**config.mk**
```make
export PLATFORM = sky130hd
export DESIGN_NAME = adc_sequencer_alert_monitor
export DESIGN_NICKNAME = d
export VERILOG_FILES = /design/src/common/adc_seq_pkg.sv /design/src/rtl/adc_sequencer_alert_monitor.sv
export SDC_FILE = /design/constraint.sdc
export NUM_CORES = 2
export LEC_CHECK = 0
export ABC_AREA = 1
export BUFFER_PORTS_ARGS = -buffer_cell sky130_fd_sc_hd__buf_2
export CAP_MARGIN = 20
export CORE_AREA = 4 4 282 284
export DETAILED_ROUTE_END_ITERATION = 6
export DIE_AREA = 0 0 286 288
export PLACE_DENSITY = 0.78
export SLEW_MARGIN = 20
export SYNTH_ARGS = -nofsm -noshare
export SYNTH_HDL_FRONTEND = slang
export SYNTH_SLANG_ARGS = --single-unit
```
**constraint.sdc**
```tcl
create_clock -name sys_clk_in -period 10.1 [get_ports sys_clk_in]
set_input_delay 0 -clock sys_clk_in [delete_from_list [all_inputs] [get_ports sys_clk_in]]
set_output_delay 0 -clock sys_clk_in [all_outputs]
set_load 0.01 [all_outputs]
```
**src/common/adc_seq_pkg.sv**
```systemverilog
// Shared register map, field layout, reset values and timing constants of the converter sequencer
package adc_seq_pkg;

    // Register pointer values
    localparam logic [7:0] ADDR_CONFIG = 8'h00;
    localparam logic [7:0] ADDR_ADC_CONFIG = 8'h01;
    localparam logic [7:0] ADDR_SHUNT_RESULT = 8'h02;
    localparam logic [7:0] ADDR_BUS_RESULT = 8'h03;
    localparam logic [7:0] ADDR_TEMP_RESULT = 8'h04;
    localparam logic [7:0] ADDR_CURRENT_RESULT = 8'h05;
    localparam logic [7:0] ADDR_POWER_RESULT = 8'h06;
    localparam logic [7:0] ADDR_DIAG = 8'h07;
    localparam logic [7:0] ADDR_THRESH_BASE = 8'h08;
    localparam int NUM_LIMITS = 6;

    // Field positions
    localparam int DELAY_LSB = 6;
    localparam int MODE_LSB = 12;
    localparam int MODE_CONT_BIT = 15;
    localparam int CT_BUS_LSB = 9;
    localparam int CT_SHUNT_LSB = 6;
    localparam int CT_TEMP_LSB = 3;
    localparam int AVG_LSB = 0;
    localparam int DIAG_HOLD_BIT = 15;
    localparam int DIAG_DOA_BIT = 14;
    localparam int DIAG_AVGCMP_BIT = 13;
    localparam int DIAG_POL_BIT = 12;
    localparam int DIAG_OVF_BIT = 9;
    localparam int DIAG_LIMIT_LSB = 2;
    localparam int DIAG_DONE_BIT = 1;
    localparam int DIAG_TRIM_BIT = 0;

    // Limit flag indices
    localparam int LIM_SHUNT_LOW = 0;
    localparam int LIM_SHUNT_HIGH = 1;
    localparam int LIM_BUS_HIGH = 2;
    localparam int LIM_BUS_LOW = 3;
    localparam int LIM_TEMP_HIGH = 4;
    localparam int LIM_POWER_HIGH = 5;

    // Reset values
    localparam logic [7:0] RST_DELAY = 8'h00;
    localparam logic [3:0] RST_MODE = 4'h0;
    localparam logic [2:0] RST_CT = 3'h5;
    localparam logic [2:0] RST_AVG = 3'h0;
    localparam logic [15:0] RST_SHUNT_LOW = 16'h8000;
    localparam logic [15:0] RST_SHUNT_HIGH = 16'h7FFF;
    localparam logic [15:0] RST_BUS_HIGH = 16'h7FFF;
    localparam logic [15:0] RST_BUS_LOW = 16'h0000;
    localparam logic [15:0] RST_TEMP_HIGH = 16'hFFFF;
    localparam logic [15:0] RST_POWER_HIGH = 16'h7FFF;

    // Timing in its own units
    localparam int CLK_MHZ = 100;
    localparam int DELAY_STEP_US = 2000;

    typedef enum logic [1:0] {
        ST_IDLE = 2'b00,
        ST_DELAY = 2'b01,
        ST_CONV = 2'b10
    } seq_state_t;

    typedef struct packed {
        logic wr;
        logic rd;
        logic [7:0] addr;
        logic [15:0] wdata;
    } reg_req_t;

    // Conversion time per code, microseconds
    function automatic int conv_time_us(input logic [2:0] code);
        case (code)
            3'h0: return 50;
            3'h1: return 84;
            3'h2: return 150;
            3'h3: return 280;
            3'h4: return 540;
            3'h5: return 1052;
            3'h6: return 2074;
            default: return 4120;
        endcase
    endfunction : conv_time_us

    // Averaging count as a right shift: 1,4,16,64,128,256,512,1024
    function automatic logic [3:0] avg_shift(input logic [2:0] code);
        case (code)
            3'h0: return 4'h0;
            3'h1: return 4'h2;
            3'h2: return 4'h4;
            3'h3: return 4'h6;
            3'h4: return 4'h7;
            3'h5: return 4'h8;
            3'h6: return 4'h9;
            default: return 4'hA;
        endcase
    endfunction : avg_shift

endpackage : adc_seq_pkg

```
**src/rtl/adc_sequencer_alert_monitor.sv**
```systemverilog
// Converter sequencer with averaging, start delay, limit monitor and alert pin
`timescale 1ns/1ps
`default_nettype none

module adc_sequencer_alert_monitor
    import adc_seq_pkg::*;
#(
    parameter int CLKS_PER_US = CLK_MHZ
) (
    input wire logic sys_clk_in,
    input wire logic reset_n_in,
    input wire reg_req_t reg_req_in,
    output logic [15:0] reg_rdata_out,
    input wire logic [15:0] adc_sample_in,
    input wire logic trim_memory_ok_in,
    output logic [1:0] adc_channel_out,
    output logic adc_busy_out,
    output logic alert_out,
    output logic alert_oe_out
);

    ////////////////////////////////////////////////////////////////////////////
    // Helpers

    function automatic logic [31:0] conv_cycles(input logic [2:0] code);
        return 32'(conv_time_us(code) * CLKS_PER_US);
    endfunction : conv_cycles

    // Next enabled channel above 'from' (3'h7 starts from the first); 2'd3 means none
    function automatic logic [1:0] next_chan(input logic [2:0] mask, input logic [2:0] from);
        logic [1:0] r;
        r = 2'd3;
        for (int i = 2; i >= 0; i--) begin
            if (mask[i] && ((from == 3'h7) || (3'(i) > from))) begin
                r = 2'(i);
            end
        end
        return r;
    endfunction : next_chan

    ////////////////////////////////////////////////////////////////////////////
    // Registers

    localparam logic [2:0] FROM_START = 3'h7;
    localparam logic [31:0] DELAY_STEP_CYC = 32'(DELAY_STEP_US * CLKS_PER_US);

    logic [7:0] delay_q;
    logic [3:0] mode_q;
    logic [2:0] ct_bus_q, ct_shunt_q, ct_temp_q, avg_q;
    logic hold_q, doa_q, avgcmp_q, pol_q;
    logic [15:0] thr_q [NUM_LIMITS];
    logic [15:0] shunt_res_q, bus_res_q, temp_res_q, cur_res_q, pwr_res_q;
    logic [NUM_LIMITS-1:0] lim_q;
    logic done_q, ovf_q;
    seq_state_t state_q;
    logic [1:0] chan_q;
    logic [10:0] round_q;
    logic [31:0] cnt_q;
    logic signed [31:0] acc_q [4];
    logic signed [15:0] shunt_last_q;
    logic [15:0] rdata_q;
    logic alert_oe_q;

    logic cfg_wr, mode_wr, diag_rd;
    logic [3:0] new_mode;
    logic [1:0] first_new, first_cur, next_c;
    logic [31:0] conv_len;
    logic conv_end, last_round, seq_done;

    assign cfg_wr = reg_req_in.wr && (reg_req_in.addr == ADDR_ADC_CONFIG);
    assign new_mode = reg_req_in.wdata[MODE_LSB +: 4];
    assign mode_wr = cfg_wr;
    assign diag_rd = reg_req_in.rd && (reg_req_in.addr == ADDR_DIAG);
    assign first_new = next_chan(new_mode[2:0], FROM_START);
    assign first_cur = next_chan(mode_q[2:0], FROM_START);
    assign next_c = next_chan(mode_q[2:0], {1'b0, chan_q});
    assign conv_len = (chan_q == 2'd0) ? conv_cycles(ct_shunt_q) :
                      (chan_q == 2'd1) ? conv_cycles(ct_bus_q) : conv_cycles(ct_temp_q);
    assign conv_end = (state_q == ST_CONV) && (cnt_q == conv_len - 32'd1);
    assign last_round = (round_q == 11'((32'd1 << avg_shift(avg_q)) - 32'd1));
    assign seq_done = conv_end && (next_c == 2'd3) && last_round;

    ////////////////////////////////////////////////////////////////////////////
    // Host writes

    always_ff @(posedge sys_clk_in or negedge reset_n_in) begin
        if (!reset_n_in) begin
            delay_q <= RST_DELAY;
            mode_q <= RST_MODE;
            ct_bus_q <= RST_CT;
            ct_shunt_q <= RST_CT;
            ct_temp_q <= RST_CT;
            avg_q <= RST_AVG;
            hold_q <= 1'b0;
            doa_q <= 1'b0;
            avgcmp_q <= 1'b0;
            pol_q <= 1'b0;
            thr_q[LIM_SHUNT_LOW] <= RST_SHUNT_LOW;
            thr_q[LIM_SHUNT_HIGH] <= RST_SHUNT_HIGH;
            thr_q[LIM_BUS_HIGH] <= RST_BUS_HIGH;
            thr_q[LIM_BUS_LOW] <= RST_BUS_LOW;
            thr_q[LIM_TEMP_HIGH] <= RST_TEMP_HIGH;
            thr_q[LIM_POWER_HIGH] <= RST_POWER_HIGH;
        end else if (reg_req_in.wr) begin
            if (reg_req_in.addr == ADDR_CONFIG) begin
                delay_q <= reg_req_in.wdata[DELAY_LSB +: 8];
            end
            if (cfg_wr) begin
                mode_q <= new_mode;
                ct_bus_q <= reg_req_in.wdata[CT_BUS_LSB +: 3];
                ct_shunt_q <= reg_req_in.wdata[CT_SHUNT_LSB +: 3];
                ct_temp_q <= reg_req_in.wdata[CT_TEMP_LSB +: 3];
                avg_q <= reg_req_in.wdata[AVG_LSB +: 3];
            end
            if (reg_req_in.addr == ADDR_DIAG) begin
                hold_q <= reg_req_in.wdata[DIAG_HOLD_BIT];
                doa_q <= reg_req_in.wdata[DIAG_DOA_BIT];
                avgcmp_q <= reg_req_in.wdata[DIAG_AVGCMP_BIT];
                pol_q <= reg_req_in.wdata[DIAG_POL_BIT];
            end
            for (int i = 0; i < NUM_LIMITS; i++) begin
                if (reg_req_in.addr == ADDR_THRESH_BASE + 8'(i)) begin
                    thr_q[i] <= reg_req_in.wdata;
                end
            end
        end
    end

    ////////////////////////////////////////////////////////////////////////////
    // Sequencer

    always_ff @(posedge sys_clk_in or negedge reset_n_in) begin
        if (!reset_n_in) begin
            state_q <= ST_IDLE;
            chan_q <= 2'd0;
            round_q <= 11'd0;
            cnt_q <= 32'd0;
        end else if (mode_wr) begin
            round_q <= 11'd0;
            cnt_q <= 32'd0;
            chan_q <= (first_new == 2'd3) ? 2'd0 : first_new;
            if (new_mode[2:0] == 3'h0) begin
                state_q <= ST_IDLE;
            end else if (delay_q != 8'h00) begin
                state_q <= ST_DELAY;
            end else begin
                state_q <= ST_CONV;
            end
        end else begin
            unique case (state_q)
                ST_IDLE: begin
                    cnt_q <= 32'd0;
                end
                ST_DELAY: begin
                    if (cnt_q == 32'(delay_q) * DELAY_STEP_CYC - 32'd1) begin
                        cnt_q <= 32'd0;
                        state_q <= ST_CONV;
                    end else begin
                        cnt_q <= cnt_q + 32'd1;
                    end
                end
                ST_CONV: begin
                    if (conv_end) begin
                        cnt_q <= 32'd0;
                        if (next_c != 2'd3) begin
                            chan_q <= next_c;
                        end else begin
                            chan_q <= first_cur;
                            if (!last_round) begin
                                round_q <= round_q + 11'd1;
                            end else begin
                                round_q <= 11'd0;
                                if (!mode_q[MODE_CONT_BIT - MODE_LSB]) begin
                                    state_q <= ST_IDLE;
                                end
                            end
                        end
                    end else begin
                        cnt_q <= cnt_q + 32'd1;
                    end
                end
                default: state_q <= ST_IDLE;
            endcase
        end
    end

    ////////////////////////////////////////////////////////////////////////////
    // Accumulation and results

    logic signed [15:0] sample;
    logic signed [31:0] prod, sum_ch, sum_pw, avg_ch, avg_pw;
    logic signed [15:0] pwr_sample;
    logic pwr_ovf;

    // Each sample is a fresh, fully settled conversion; the power product reuses the last shunt sample
    assign sample = $signed(adc_sample_in);
    assign prod = shunt_last_q * sample;
    assign pwr_sample = prod[30:15];
    assign pwr_ovf = conv_end && (chan_q == 2'd1) && (prod[31] != prod[30]);
    assign sum_ch = (round_q == 11'd0 ? 32'sd0 : acc_q[chan_q]) + 32'(sample);
    assign sum_pw = (round_q == 11'd0 ? 32'sd0 : acc_q[3]) + 32'(pwr_sample);
    assign avg_ch = sum_ch >>> avg_shift(avg_q);
    assign avg_pw = sum_pw >>> avg_shift(avg_q);

    always_ff @(posedge sys_clk_in or negedge reset_n_in) begin
        if (!reset_n_in) begin
            for (int i = 0; i < 4; i++) begin
                acc_q[i] <= 32'sd0;
            end
            shunt_last_q <= 16'sd0;
        end else if (conv_end) begin
            acc_q[chan_q] <= sum_ch;
            if (chan_q == 2'd0) begin
                shunt_last_q <= sample;
            end
            if (chan_q == 2'd1) begin
                acc_q[3] <= sum_pw;
            end
        end
    end

    // Results change only at the last round of a channel, never on a read
    always_ff @(posedge sys_clk_in or negedge reset_n_in) begin
        if (!reset_n_in) begin
            shunt_res_q <= 16'h0000;
            bus_res_q <= 16'h0000;
            temp_res_q <= 16'h0000;
            cur_res_q <= 16'h0000;
            pwr_res_q <= 16'h0000;
        end else if (conv_end && last_round) begin
            unique case (chan_q)
                2'd0: begin
                    shunt_res_q <= avg_ch[15:0];
                    cur_res_q <= avg_ch[15:0];
                end
                2'd1: begin
                    bus_res_q <= avg_ch[15:0];
                    pwr_res_q <= avg_pw[15:0];
                end
                default: temp_res_q <= avg_ch[15:0];
            endcase
        end
    end

    ////////////////////////////////////////////////////////////////////////////
    // Limit monitor and flags

    logic cmp_event;
    logic signed [15:0] cmp_val, cmp_pwr;
    logic [NUM_LIMITS-1:0] upd, hit;

    assign cmp_event = conv_end && (!avgcmp_q || last_round);
    assign cmp_val = avgcmp_q ? avg_ch[15:0] : sample;
    assign cmp_pwr = avgcmp_q ? avg_pw[15:0] : pwr_sample;

    always_comb begin
        upd = '0;
        hit = '0;
        if (cmp_event) begin
            unique case (chan_q)
                2'd0: begin
                    upd[LIM_SHUNT_LOW] = 1'b1;
                    upd[LIM_SHUNT_HIGH] = 1'b1;
                end
                2'd1: begin
                    upd[LIM_BUS_HIGH] = 1'b1;
                    upd[LIM_BUS_LOW] = 1'b1;
                    upd[LIM_POWER_HIGH] = 1'b1;
                end
                default: upd[LIM_TEMP_HIGH] = 1'b1;
            endcase
        end
        hit[LIM_SHUNT_LOW] = cmp_val < $signed(thr_q[LIM_SHUNT_LOW]);
        hit[LIM_SHUNT_HIGH] = cmp_val > $signed(thr_q[LIM_SHUNT_HIGH]);
        hit[LIM_BUS_HIGH] = cmp_val > $signed(thr_q[LIM_BUS_HIGH]);
        hit[LIM_BUS_LOW] = cmp_val < $signed(thr_q[LIM_BUS_LOW]);
        hit[LIM_TEMP_HIGH] = cmp_val > $signed(thr_q[LIM_TEMP_HIGH]);
        hit[LIM_POWER_HIGH] = cmp_pwr > $signed(thr_q[LIM_POWER_HIGH]);
    end

    // A new hit wins over a clearing read in the same cycle
    always_ff @(posedge sys_clk_in or negedge reset_n_in) begin
        if (!reset_n_in) begin
            lim_q <= '0;
        end else begin
            for (int i = 0; i < NUM_LIMITS; i++) begin
                if (upd[i] && hit[i]) begin
                    lim_q[i] <= 1'b1;
                end else if (hold_q) begin
                    if (diag_rd) begin
                        lim_q[i] <= 1'b0;
                    end
                end else if (upd[i]) begin
                    lim_q[i] <= 1'b0;
                end
            end
        end
    end

    always_ff @(posedge sys_clk_in or negedge reset_n_in) begin
        if (!reset_n_in) begin
            done_q <= 1'b0;
        end else if (seq_done) begin
            done_q <= 1'b1;
        end else if (diag_rd || (cfg_wr && new_mode[2:0] != 3'h0)) begin
            done_q <= 1'b0;
        end
    end

    always_ff @(posedge sys_clk_in or negedge reset_n_in) begin
        if (!reset_n_in) begin
            ovf_q <= 1'b0;
        end else if (pwr_ovf) begin
            ovf_q <= 1'b1;
        end else if (diag_rd) begin
            ovf_q <= 1'b0;
        end
    end

    ////////////////////////////////////////////////////////////////////////////
    // Alert pin and read port

    logic alert_active;

    // Overflow deliberately left out of the alert term
    assign alert_active = (|lim_q) || (doa_q && done_q);

    // Open drain: the pin is pulled low whenever the driver is enabled
    always_ff @(posedge sys_clk_in or negedge reset_n_in) begin
        if (!reset_n_in) begin
            alert_oe_q <= 1'b0;
        end else begin
            alert_oe_q <= alert_active ^ pol_q;
        end
    end

    always_ff @(posedge sys_clk_in or negedge reset_n_in) begin
        if (!reset_n_in) begin
            rdata_q <= 16'h0000;
        end else if (reg_req_in.rd) begin
            if (reg_req_in.addr == ADDR_CONFIG) begin
                rdata_q <= 16'({delay_q, 6'h00});
            end else if (reg_req_in.addr == ADDR_ADC_CONFIG) begin
                rdata_q <= {mode_q, ct_bus_q, ct_shunt_q, ct_temp_q, avg_q};
            end else if (reg_req_in.addr == ADDR_SHUNT_RESULT) begin
                rdata_q <= shunt_res_q;
            end else if (reg_req_in.addr == ADDR_BUS_RESULT) begin
                rdata_q <= bus_res_q;
            end else if (reg_req_in.addr == ADDR_TEMP_RESULT) begin
                rdata_q <= temp_res_q;
            end else if (reg_req_in.addr == ADDR_CURRENT_RESULT) begin
                rdata_q <= cur_res_q;
            end else if (reg_req_in.addr == ADDR_POWER_RESULT) begin
                rdata_q <= pwr_res_q;
            end else if (reg_req_in.addr == ADDR_DIAG) begin
                rdata_q <= {hold_q, doa_q, avgcmp_q, pol_q, 2'b00, ovf_q, 1'b0,
                            lim_q, done_q, trim_memory_ok_in};
            end else if (reg_req_in.addr >= ADDR_THRESH_BASE
                         && reg_req_in.addr < ADDR_THRESH_BASE + 8'(NUM_LIMITS)) begin
                rdata_q <= thr_q[3'(reg_req_in.addr - ADDR_THRESH_BASE)];
            end else begin
                rdata_q <= 16'h0000;
            end
        end
    end

    assign reg_rdata_out = rdata_q;
    assign adc_channel_out = chan_q;
    assign adc_busy_out = state_q[1];
    assign alert_out = 1'b0;
    assign alert_oe_out = alert_oe_q;
endmodule : adc_sequencer_alert_monitor

`default_nettype wire

```
==> summary.md <==
| Metric | Value |
|---|---|
| Run status | `completed` |
| Max Fclk | `104.3 MHz` |
| Clock skew | `30.13 ps` |
| Share of cells above drive strength 1 | `5.907%` |
| Reg2reg start | `shunt_last_q[4]` |
| CTS tree | `yes` |
| Warning count from the yosys run | `0` |
| Number of synthesized flops with an enable pin | `0` |
| Final Hold Vio Count | `0` |
| LEAKAGE | `24.78 nW` |
| Routed wl met3 | `14230 um` |
| Worst reg2reg path depth | `50` |
| Die Ht | `288 um` |
| I/O pin count | `66` |
| Placed Area | `0.04395 mm^2` |
| Starting Density | `55.49%` |
| Setup_tns | `0 ps` |
| Critical path class | `reg -> reg` |
| Worst-path clk slew | `70 ps` |
| Remaining antenna violation count after routing | `0` |
| Slowest stage cell on the critical path | `fa_1` |
| Clock sink count | `384` |
| Vias in the first global route | `40.10k` |
| Total GRT Usage | `33.73%` |
| Critical path capture point type | `flop` |
| Max-cap viol count | `0` |
| Highest metal used | `met5` |
| DRT Wirelength | `139300 um` |
| Largest cells by area after synthesis | `dfrtp_1 (18%), nand2_1 (15%), fa_1 (13%)` |
| Arrival @ worst endpoint | `10110 ps` |
| #FFs+latches synth | `384` |
| Crit path time final | `9591 ps` |
| Synth Flop Type | `dfrtp_1` |
| Drt first pass iters | `7` |
| Syn-to-layout area delta | `7.699%` |
| CTS Buf Count | `47` |
| Fin area | `0.04607 mm^2` |
| Via count | `41.36k` |
| Post-Syn Area | `0.04277 mm^2` |
| Unrepaired setup endpoints after global routing | `false` |
| Largest net degree at the start of global routing | `106` |
| CTS H-tree lvls | `2` |
| Row count | `102` |
| Root cell of the clock tree | `clkbuf_16` |
| Least-Margin Pin Slew | `1152 ps` |
| Power Dens Cells | `109.3 mW/mm^2` |
| DR vias/cell | `5.699` |
| Gpl congestion | `1.015` |
| Max Slew Vio Count | `0` |
| Detailed-placement wirelength estimate | `108100 um` |
| Syn avg cell area | `6.903 um^2` |
| Most Frequent Cell on Critical Path | `nand2_1` |
| Sequential fraction of the synthesis area | `22.66%` |
| Final setup viols | `0` |
| Peak per-stage delay on the critical path | `550 ps` |
| Congestion Overflow GR | `0` |
| Post-synth top area cell | `dfrtp_1` |
| Yosys cell types | `62` |
| FF-to-FF End | `lim_q[5]` |
| Mapped Cells | `6196` |
| Die Wd | `286 um` |
| Initial antenna violation count | `5` |
| Metal2 WL | `60560 um` |
| Synth async-reset ratio | `100.0%` |
| Critical Path Source Type | `flop` |
| Period utilization | `94.96%` |
| Top cell type's share of synthesized area | `18.49%` |
| Hold Crit Depth | `3` |
| CP required | `10620 ps` |
| Port bufs | `64` |
| Slew headroom | `23.01%` |
| Wl on met1 | `57230 um` |
| R2r setup slk | `510 ps` |
| DR WL/cell | `19.20 um` |
| Area of the core | `0.07708 mm^2` |
| DRC | `0` |
| Worst Hold End | `shunt_last_q[10]` |
| Worst-Skew Late Latency | `630 ps` |
| Die Area | `0.08237 mm^2` |
| HP Start | `adc_sample_in[10]` |
| First-pass GRT wire length | `220400 um` |
| Layout Nets | `6868` |
| DR iter-0 viols | `4144` |
| Min-delay worst type | `in -> reg` |
| CP Max Fanout | `12` |
| Peak supply drop | `146.4 uV` |
| Clock buffer depth | `3` |
cell type report:
class	count	area, um^2
Fill cell	7286	31020
Multi-Input combinational cell	4406	27810
Sequential cell	384	9711
Inverter	1179	4432
Clock buffer	63	1338
Tap cell	1040	1301
Timing Repair Buffer	157	1116
Clock inverter	24	352.8
Antenna cell	4	10.01
where the power goes:
part	switching, mW	internal [mW]	leakage, nW	total, mW
logic	1.08	0.457	19.1	1.53
clock network	0.764	1.12	0.822	1.88
registers	0.0413	1.58	4.88	1.62
metal layers:
metal  vias up  track usage [%]
met5         -                0
met4         4            14.94
met3       402            6.643
met2      1999            52.89
met1     19440            45.56
li1      19510                -
state kept, by name, summed over array words and instances, names as in the netlist, 2 cells and up:
signal	flops
shunt_last_q	16
bus_res_q	16
state_q	2
avg_q	3
temp_res_q	16
cnt_q	32
ct_shunt_q	3
round_q	11
thr_q	96
mode_q	4
pwr_res_q	16
ct_temp_q	3
cur_res_q	16
reg_rdata_out	16
acc_q	108
lim_q	6
adc_channel_out	2
delay_q	8
ct_bus_q	3
cell usage in the layout (no fill, tap or decap), types with 20 or more instances in the layout:
| cell | synthesis | final |
|---|---|---|
| or2_2 | 21 | 21 |
| a22oi_1 | 57 | 57 |
| buf_4 | 3 | 63 |
| xnor2_1 | 29 | 27 |
| a21oi_1 | 203 | 202 |
| dlygate4sd3_1 | 0 | 28 |
| dfstp_2 | 68 | 68 |
| o21ai_1 | 83 | 90 |
| inv_1 | 1159 | 1157 |
| nor3_1 | 47 | 46 |
| buf_2 | 31 | 62 |
| nor2_1 | 355 | 350 |
| nand3_1 | 388 | 386 |
| clkbuf_16 | 0 | 48 |
| xor2_1 | 74 | 72 |
| o22ai_1 | 41 | 41 |
| a221oi_1 | 20 | 20 |
| fa_1 | 284 | 284 |
| ha_1 | 364 | 364 |
| dfrtp_1 | 316 | 303 |
| nand4_1 | 86 | 86 |
| o21ai_0 | 414 | 406 |
| nand2_1 | 1745 | 1744 |
| o211ai_1 | 28 | 28 |
stage by stage:
step	hold slack, ps	instances	power (mW)	utilization, %	worst slack (ps)
CTS	8.262	7248	5.001	59.58	256.5
global route	22.30	7255	5.279	59.76	8.005
finish	30.34	7257	5.036	59.76	508.9
detailed placement	133.1	7133	3.118	57.02	284.2
global placement	131.4	7133	3.095	57.02	338.2
floorplan	-295.6	6205	2.631	-	1502
synthesized netlist by cell type (all sizes together) (74+ instances only):
cell and count:
a21oi 203, clkbuf 180, dfrtp 316, fa 284
ha 364, inv 1173, nand2 1757, nand3 389
nand4 86, nor2 363, o21ai 497, xor2 74
worst max-delay path by stage:
stage	startpoint	to	slack, ps
CTS	shunt_last_q[15]	lim_q[5]	260
detailed placement	shunt_last_q[15]	lim_q[5]	280
global route	shunt_last_q[4]	lim_q[5]	8
floorplan	shunt_last_q[9]	lim_q[5]	1500
global placement	shunt_last_q[15]	lim_q[5]	340
finish	shunt_last_q[4]	lim_q[5]	510
repair_timing:
item                                    in CTS  in global routing
endpoints found under the setup margin       0                  1
hold buffers                                28                  0
resized for setup                            0                 25
endpoints found under the hold margin      237                  0
buffers inserted                             0                  3
critical path, delay by kind of cell (launching register included):
kind                       cells  cell delay (ps)
xor gates and xnor gates       1              270
buffers and inverters          6              480
DFF                            1              500
AOI/OAI and AO/OA             10             1800
adders and majority gates      9             3960
and+or+nand+nor               24             2460
logic make-up (layout without fill, tap and decap cells):
logic type / Yosys count / in the layout / share of synthesized area (%)
AOI/OAI and AO/OA: 933 / 933 / 12.29
xor gates and xnor gates: 106 / 106 / 2.273
DFF: 384 / 384 / 22.66
buffers and inverters: 1415 / 1423 / 12.60
other: 2 / 15 / 0.01756
adders and majority gates: 648 / 648 / 23.94
and+or+nand+nor: 2708 / 2708 / 26.22
Note: power is estimated with default switching activity, not from simulation.
